## config.mk

```make
export PLATFORM = sky130hd
export DESIGN_NAME = srs_reset_seq
export DESIGN_NICKNAME = d
export VERILOG_FILES = /design/src/rtl/srs_pkg.sv /design/src/rtl/srs_reset_seq.sv
export SDC_FILE = /design/constraint.sdc
export NUM_CORES = 1
export LEC_CHECK = 0
export ABC_AREA = 1
export BUFFER_PORTS_ARGS = -buffer_cell sky130_fd_sc_hd__buf_2
export CAP_MARGIN = 20
export CORE_UTILIZATION = 45
export CTS_BUF_LIST = sky130_fd_sc_hd__clkbuf_8
export DETAILED_ROUTE_END_ITERATION = 10
export HOLD_SLACK_MARGIN = 0.03
export PLACE_DENSITY = 0.73
export SLEW_MARGIN = 20
export SYNTH_ARGS = -nofsm -noshare
export SYNTH_HDL_FRONTEND = slang
export SYNTH_SLANG_ARGS = --single-unit
```

## constraint.sdc

```tcl
create_clock -name ref_clk -period 1.7 [get_ports ref_clk]
set_input_delay 0.17 -clock ref_clk [delete_from_list [all_inputs] [get_ports ref_clk]]
set_output_delay 0.17 -clock ref_clk [all_outputs]
set_load 0.02 [all_outputs]
```

## src/rtl/srs_pkg.sv

```systemverilog
// Constants, register layout and state types for the supply and reset sequencer.
// Assumes a single 100 MHz system clock and the power-on event as master reset.
// Functional notes
// RULE1 - Rising supply holds core and pulls pin.
// RULE2 - Power-on exit sets power-on flag bit one.
// RULE3 - Every other reset clears the power-on flag.
// RULE4 - Other cause flags undefined while power-on flag.
// RULE5 - All resets restart fetch at address zero.
// RULE6 - Supply monitor enabled after power-on reset.
// RULE7 - Monitor enable survives all non-power-on resets.
// RULE8 - Low supply with monitor on resets core.
// RULE9 - Power-fail reset leaves data memory untouched.
// RULE10 - Unprotected flash erase or write forces reset.
// RULE11 - Release delay counter starts at supply good.
// RULE12 - Only power-on initialises flag and enable.
package srs_pkg;

    localparam int unsigned CLK_MHZ          = 100;
    localparam int unsigned RELEASE_DELAY_US = 100;
    localparam int unsigned RELEASE_CYCLES   = RELEASE_DELAY_US * CLK_MHZ;
    localparam int unsigned PULSE_CYCLES     = 8;

    localparam logic [7:0]  MON_CTRL_ADDR    = 8'hFF;
    localparam int unsigned MON_EN_BIT       = 7;
    localparam int unsigned MON_LVL_BIT      = 5;
    localparam logic        MON_EN_RESET     = 1'b1;
    localparam logic        MON_LVL_RESET    = 1'b0;
    localparam logic [15:0] FETCH_ADDR       = 16'h0000;

    // Reset cause register; the power-on flag sits in bit 1.
    typedef struct packed {
        logic rsv7;
        logic flashError;
        logic rsv5;
        logic software;
        logic rsv3;
        logic monitorFail;
        logic powerOnFlag;
        logic rsv0;
    } srs_cause_type;

    localparam srs_cause_type CAUSE_RESET = 8'h00;

    typedef enum logic [1:0] {
        ST_HOLD,
        ST_DELAY,
        ST_RUN,
        ST_PULSE
    } srs_state_type;

endpackage

```

## src/rtl/srs_reset_seq.sv

```systemverilog
// Reset sequencer: supply comparator in, core reset and open-drain reset pin out.
// Assumes the comparator output is asynchronous and rst is the power-on event.
`timescale 1ns/1ps
module srs_reset_seq #(
    parameter int unsigned RELEASE_CYCLES = srs_pkg::RELEASE_CYCLES
) (
    // Clock and power-on reset
    input  wire logic                   ref_clk,
    input  wire logic                   rst,
    // Supply comparator and reset requests
    input  wire logic                   supplyAbove,
    input  wire logic                   softResetReq,
    input  wire logic                   flashOpReq,
    input  wire logic                   monitorSrcSel,
    // Special function register port
    input  wire logic [7:0]             sfrAddr,
    input  wire logic                   sfrWrEn,
    input  wire logic [7:0]             sfrWrData,
    output logic      [7:0]             sfrRdData,
    // Core and pin side
    output logic                        coreReset,
    output logic      [15:0]            fetchAddr,
    output logic                        rstPinOut,
    output logic                        rstPinOe,
    output srs_pkg::srs_cause_type      resetCauseReg
);

    localparam int unsigned CNT_W = $clog2(RELEASE_CYCLES + 1);

    srs_pkg::srs_state_type state_r;
    logic [CNT_W-1:0]       delayCnt_r;
    logic [3:0]             pulseCnt_r;
    logic                   supSync1_r;
    logic                   supOk_r;
    logic                   monEn_r;
    logic                   monLvl_r;
    logic                   porPending_r;
    logic                   coreReset_r;
    logic                   rstPinOe_r;
    logic                   rstPinOut_r;
    logic [15:0]            fetchAddr_r;
    logic [7:0]             sfrRdData_r;
    srs_pkg::srs_cause_type cause_r;
    logic                   monFail;
    logic                   flashBad;
    logic                   delayDone;

    assign sfrRdData     = sfrRdData_r;
    assign coreReset     = coreReset_r;
    assign fetchAddr     = fetchAddr_r;
    assign rstPinOut     = rstPinOut_r;
    assign rstPinOe      = rstPinOe_r;
    assign resetCauseReg = cause_r;

    // The comparator is analog and unclocked, so it is synchronised first.
    always_ff @(posedge ref_clk or posedge rst) begin
        if (rst) begin
            supSync1_r <= 1'b0;
            supOk_r    <= 1'b0;
        end else begin
            supSync1_r <= supplyAbove;
            supOk_r    <= supSync1_r;
        end
    end

    assign monFail   = monEn_r && !supOk_r; // see RULE8
    assign flashBad  = flashOpReq && !(monEn_r && monLvl_r && monitorSrcSel); // see RULE10
    assign delayDone = delayCnt_r == CNT_W'(RELEASE_CYCLES - 1);

    // Sequencer. Power-fail entry only asserts core reset and the pin; memory gets no clear.
    always_ff @(posedge ref_clk or posedge rst) begin
        if (rst) begin
            state_r    <= srs_pkg::ST_HOLD; // see RULE1
            delayCnt_r <= '0;
            pulseCnt_r <= '0;
        end else begin
            case (state_r)
                srs_pkg::ST_HOLD: begin
                    delayCnt_r <= '0; // see RULE11
                    if (supOk_r) begin
                        state_r <= srs_pkg::ST_DELAY;
                    end
                end
                srs_pkg::ST_DELAY: begin
                    if (!supOk_r) begin
                        state_r <= srs_pkg::ST_HOLD;
                    end else if (delayDone) begin
                        state_r <= srs_pkg::ST_RUN; // see RULE11
                    end else begin
                        delayCnt_r <= delayCnt_r + CNT_W'(1);
                    end
                end
                srs_pkg::ST_RUN: begin
                    pulseCnt_r <= '0;
                    if (monFail) begin
                        state_r <= srs_pkg::ST_HOLD; // see RULE8 RULE9
                    end else if (softResetReq || flashBad) begin
                        state_r <= srs_pkg::ST_PULSE; // see RULE10
                    end
                end
                srs_pkg::ST_PULSE: begin
                    if (monFail) begin
                        state_r <= srs_pkg::ST_HOLD;
                    end else if (pulseCnt_r == 4'(srs_pkg::PULSE_CYCLES - 1)) begin
                        state_r <= srs_pkg::ST_RUN;
                    end else begin
                        pulseCnt_r <= pulseCnt_r + 4'h1;
                    end
                end
                default: state_r <= srs_pkg::ST_HOLD;
            endcase
        end
    end

    // Core reset and pin come from flops that change on the same edge as the state, decoded from its next value.
    always_ff @(posedge ref_clk or posedge rst) begin
        if (rst) begin
            coreReset_r <= 1'b1;
            rstPinOe_r  <= 1'b1;
            rstPinOut_r <= 1'b0;
            fetchAddr_r <= srs_pkg::FETCH_ADDR;
        end else begin
            rstPinOut_r <= 1'b0;
            fetchAddr_r <= srs_pkg::FETCH_ADDR; // see RULE5
            coreReset_r <= 1'b1;
            rstPinOe_r  <= 1'b1; // see RULE1 RULE8
            if ((state_r == srs_pkg::ST_DELAY && supOk_r && delayDone)
                || (state_r == srs_pkg::ST_RUN && !monFail && !softResetReq && !flashBad)
                || (state_r == srs_pkg::ST_PULSE && !monFail
                    && pulseCnt_r == 4'(srs_pkg::PULSE_CYCLES - 1))) begin
                coreReset_r <= 1'b0;
                rstPinOe_r  <= 1'b0;
            end
        end
    end

    // Only the power-on event initialises these; other resets never touch them.
    always_ff @(posedge ref_clk or posedge rst) begin
        if (rst) begin
            monEn_r      <= srs_pkg::MON_EN_RESET; // see RULE6 RULE12
            monLvl_r     <= srs_pkg::MON_LVL_RESET;
            porPending_r <= 1'b1;
        end else begin
            if (sfrWrEn && sfrAddr == srs_pkg::MON_CTRL_ADDR) begin
                monEn_r  <= sfrWrData[srs_pkg::MON_EN_BIT]; // see RULE7
                monLvl_r <= sfrWrData[srs_pkg::MON_LVL_BIT];
            end
            if (state_r == srs_pkg::ST_DELAY && supOk_r && delayDone) begin
                porPending_r <= 1'b0;
            end
        end
    end

    // Cause register: power-on sets only its flag, others clear it.
    always_ff @(posedge ref_clk or posedge rst) begin
        if (rst) begin
            cause_r <= srs_pkg::CAUSE_RESET; // see RULE12
        end else if (state_r == srs_pkg::ST_DELAY && supOk_r && delayDone && porPending_r) begin
            cause_r             <= srs_pkg::CAUSE_RESET; // see RULE4
            cause_r.powerOnFlag <= 1'b1; // see RULE2
        end else if (state_r == srs_pkg::ST_RUN) begin
            if (monFail) begin
                cause_r             <= srs_pkg::CAUSE_RESET; // see RULE3
                cause_r.monitorFail <= 1'b1;
            end else if (softResetReq) begin
                cause_r          <= srs_pkg::CAUSE_RESET; // see RULE3
                cause_r.software <= 1'b1;
            end else if (flashBad) begin
                cause_r            <= srs_pkg::CAUSE_RESET; // see RULE3
                cause_r.flashError <= 1'b1;
            end
        end
    end

    always_ff @(posedge ref_clk or posedge rst) begin
        if (rst) begin
            sfrRdData_r <= 8'h00;
        end else if (sfrAddr == srs_pkg::MON_CTRL_ADDR) begin
            sfrRdData_r <= 8'h00;
            sfrRdData_r[srs_pkg::MON_EN_BIT]  <= monEn_r;
            sfrRdData_r[srs_pkg::MON_LVL_BIT] <= monLvl_r;
        end else begin
            sfrRdData_r <= 8'h00;
        end
    end

    // A pulse that ends with the monitor off may release into a low supply, so only the
    // supply-driven states are held here.
    a_hold_low_supply: assert property (@(posedge ref_clk) disable iff (rst) // see RULE1
        !supOk_r && (state_r == srs_pkg::ST_HOLD || state_r == srs_pkg::ST_DELAY)
        |=> coreReset_r && rstPinOe_r && !rstPinOut_r)
        else $error("core or pin released while supply is low");

    a_por_flag_set: assert property (@(posedge ref_clk) disable iff (rst) // see RULE2
        state_r == srs_pkg::ST_DELAY && supOk_r && delayDone && porPending_r
        |=> cause_r == 8'h02 && !coreReset_r)
        else $error("power-on flag not set on release");

    a_por_flag_clear: assert property (@(posedge ref_clk) disable iff (rst) // see RULE3
        state_r == srs_pkg::ST_RUN && (softResetReq || flashBad || monFail)
        |=> !cause_r.powerOnFlag && coreReset_r)
        else $error("power-on flag kept over another reset");

    a_fetch_zero: assert property (@(posedge ref_clk) disable iff (rst) // see RULE5
        $fell(coreReset_r) |-> fetchAddr_r == 16'h0000)
        else $error("fetch address not zero at release");

    a_monitor_keep: assert property (@(posedge ref_clk) disable iff (rst) // see RULE7
        !(sfrWrEn && sfrAddr == srs_pkg::MON_CTRL_ADDR) |=> $stable(monEn_r))
        else $error("monitor enable changed without a write");

    a_monitor_trip: assert property (@(posedge ref_clk) disable iff (rst) // see RULE8
        state_r == srs_pkg::ST_RUN && monEn_r && !supOk_r
        |=> coreReset_r && rstPinOe_r ##1 state_r == srs_pkg::ST_HOLD || supOk_r)
        else $error("monitor trip did not reset the core");

    a_flash_guard: assert property (@(posedge ref_clk) disable iff (rst) // see RULE10
        state_r == srs_pkg::ST_RUN && !monFail && !softResetReq && flashBad
        |=> cause_r.flashError && coreReset_r [*2])
        else $error("unprotected flash access did not reset");

    a_release_delay: assert property (@(posedge ref_clk) disable iff (rst) // see RULE11
        $fell(coreReset_r) && $past(state_r) == srs_pkg::ST_DELAY
        |-> $past(delayCnt_r) == CNT_W'(RELEASE_CYCLES - 1))
        else $error("core released before the delay expired");

endmodule

```

==> summary.md <==
| Metric | Value |
|---|---|
| Status | `finished clean` |
| Slew headroom | `65.4%` |
| Die height | `69.3 µm` |
| Final setup vio count | `0` |
| Type of the worst setup path | `reg -> reg` |
| Vias in the first global route | `1545` |
| Die Width | `around 69 µm` |
| TritonCTS clock tree | `done` |
| HPWL Detailed | `2710 µm` |
| DR pass1 iterations | `4` |
| Area post-placement | `2110 µm²` |
| DRC viols | `0` |
| Clock network power share | `a little over a third` |
| Seq pwr share | `42.4%` |
| Sw Ratio | `a little under a third` |
| Largest net degree at the start of global routing | `33` |
| Final WS setup | `0.135 ns` |
| Vias post-DR | `1719` |
| Ys async rst share | `between 90% and 100%` |
| WL per Instance | `10.1 µm` |
| Netlist cell types | `27` |
| Required @ worst endpoint | `1.87 ns` |
| Worst VDD drop | `between 0.0004 and 0.0005 V` |
| Unrepaired setup endpoints after global routing | `false` |
| Share of the synthesized area in the top cell type | `35.6%` |
| Share of cells above drive strength 1 | `between 10% and 20%` |
| Area leader, netlist | `dfrtp_1` |
| Clock latency on the worst-skew pair | `0.29 ns` |
| Initial Util | `46.8%` |
| N_diodes | `0` |
| DRT Wirelength | `3680 µm` |
| Synth warn | `0` |
| Count leader, synth | `nand2_1` |
| Clock Skew | `between 0.01 and 0.015 ns` |
| First-pass GRT wire length | `6580 µm` |
| Post-synth EDFFs | `0` |
| Setup WS pre-CTS | `between 0.1 and 0.15 ns` |
| Max Clk Rate | `between 600 and 700 MHz` |
| Sequential share of the synthesized area | `around two fifths` |
| Core ar. | `4350 µm²` |
| Row cnt | `24` |
| FF+latch count, synth | `32` |
| Final instance area | `around 2300 µm²` |
| Reg2Reg Setup Slack | `about 0.14 ns` |
| Power density over the cells | `869 nW/µm²` |
| Reg2Reg Depth | `10` |
| Hold Path Class | `in -> reg` |
| CP Data Arrival Time | `1.74 ns` |
| DRT antenna net count | `0` |
| Synth Flop Type | `dfrtp_1` |
| DR vias/cell | `4.72` |
| Worst-path clk slew | `about 0.07 ns` |
| CTS Buf Count | `5` |
| Critical path launch point type | `register` |
| Most common library cells after synthesis | `70 x nand2_1, 41 x nand3_1, 37 x nor2_1, 29 x dfrtp_1, 28 x buf_4` |
| Clock Path Buffers | `2` |
| Fin. Hold Viols | `0` |
| Cells after Synth | `about 280` |
| Leakage | `1.21 nW` |
| Final Power | `~2.0 mW` |
| Crit-path max FO | `15` |
| Area Growth Syn to Fin | `10.6%` |
| Fin Setup TNS | `0 ns` |
| I/O pin cnt | `58` |
| Total GRT Usage | `17.1%` |
| Final net count | `336` |
| Top cells by area, synth | `dfrtp_1 36%, nand2_1 13%, buf_4 10%` |
| Crit path time final | `about 1.6 ns` |
| Net Sw Power | `0.622 mW` |
| Crit. Startpoint | `delayCnt_r[1]$_DFFE_PP0P_` |
| Worst Setup EP | `delayCnt_r[9]$_DFFE_PP0P_` |
| H-tree depth | `2` |
| Internal power | `1.34 mW` |
| Crit Reg-Reg Startpoint | `delayCnt_r[1]$_DFFE_PP0P_` |
| Comb power frac | `21.0%` |
| Mapped Area | `2040 µm²` |
| Port buffer count | `24` |
| Util after Layout | `51.8%` |
| Grt total ovfl | `0` |
| Worst setup EP type | `register` |
| DIE AREA | `4810 µm²` |
| Layout Cells excl Fill | `364` |
| Initial antenna violation count | `0` |
| Clock root buffer master | `clkbuf_8` |
| Initial DRC count | `94` |
| Syn_area_per_cell | `7.34 µm²` |
| Hold slack | `0.115 ns` |
| Clk sinks | `32` |
| R2R Path End | `delayCnt_r[9]$_DFFE_PP0P_` |
| Fin crit share | `92.0%` |
| Placed Instances | `352` |
| Tightest Pin Transition | `0.518 ns` |
| Placer Congestion | `0.871` |
| Final slew viol count | `0` |
| Max-Cap Viols | `0` |
==> sequential cells by signal, summed over array words and instances (netlist names), 2 cells and up <==
register       flops
delayCnt_r        14
pulseCnt_r         4
resetCauseReg      4
sfrRdData          2
state_r            2
==> placed cells by master (no fill, tap or decap), types with 2 or more instances in the layout <==
master | synthesis | routed
xor2_1 | 3 | 3
o21ai_0 | 7 | 7
clkbuf_8 | 0 | 5
nor2_1 | 37 | 37
nand3_1 | 41 | 41
inv_2 | 2 | 2
o21ai_1 | 3 | 3
dfstp_2 | 3 | 3
nand2_2 | 2 | 2
dlygate4sd3_1 | 0 | 2
nand4_1 | 4 | 4
buf_2 | 1 | 24
inv_1 | 27 | 28
buf_4 | 28 | 5
dfrtp_1 | 29 | 29
xnor2_1 | 3 | 3
a21oi_1 | 5 | 5
conb_1 | 1 | 27
nand2_1 | 70 | 70
nor3_1 | 2 | 2
==> power by group through the flow <==
stage	clock [mW]	sequential [mW]	combinational [mW]
after CTS	0.731	0.834	0.386
after floorplan	0	0.851	0.321
final	0.718	0.832	0.412
after detailed placement	0	0.848	0.380
after global placement	0	0.846	0.376
after global routing	0.760	0.837	0.454
==> worst max-delay path: stages, from the launching register on <==
cell	delay [ns]
dfrtp_1	0.38
ha_2	0.20
inv_2	0.06
nor2_8	0.16
inv_2	0.06
nor2_4	0.11
nand2_4	0.08
nand2_8	0.12
nand2_2	0.10
nand2_1	0.10
nand2_1	0.05
==> layout make-up <==
| cell class | instances | area [µm²] |
|---|---|---|
| Clock inverter | 3 | 38.8 |
| Fill cell | 422 | 2100 |
| Multi-Input combinational cell | 212 | 992 |
| Sequential cell | 32 | 805 |
| Inverter | 29 | 109 |
| Tap cell | 52 | 65.1 |
| Clock buffer | 5 | 68.8 |
| Timing Repair Buffer | 31 | 178 |
==> metal layers <==
metal | up-vias | global-route usage [%] | share of wire (%)
met3 | 7 | 4.65 | 4.4
met2 | 50 | 26.6 | 45
li1 | 890 | - | -
met1 | 772 | 22.3 | 49
met4 | 0 | 7.71 | 1.8
met5 | - | 0 | 0
==> cells by family (layout without fill, tap and decap cells) <==
group	count (synthesis)	in the layout	synth area share (%)
AO/OA/AOI/OAI	16	16	4.11
adder cells (fa/ha/maj)	2	2	1.23
AND/OR/NAND/NOR	161	161	35.6
other	1	27	0.184
XOR/XNOR	6	6	2.58
flip-flops	32	32	39.4
buffers and inverters	60	68	16.8
==> worst min path at each step <==
stage	start	endpoint	depth (start not counted)
floorplan	supplyAbove	supSync1_r$_DFF_PP0_	0
detailed placement	rst	sfrRdData[7]$_DFF_PP0_	3
global route	sfrWrData[7]	monEn_r$_DFFE_PP1P_	3
global placement	rst	supSync1_r$_DFF_PP0_	3
finish	sfrWrData[7]	monEn_r$_DFFE_PP1P_	3
CTS	sfrWrData[7]	monEn_r$_DFFE_PP1P_	3
==> timing repair <==
item	CTS	global route
hold buffers	2	0
resized for setup	0	1
hold endpoints to repair	30	0
setup endpoints to repair	0	6
setup buffers	0	2
No activity file was read; power rests on OpenSTA's default activity.
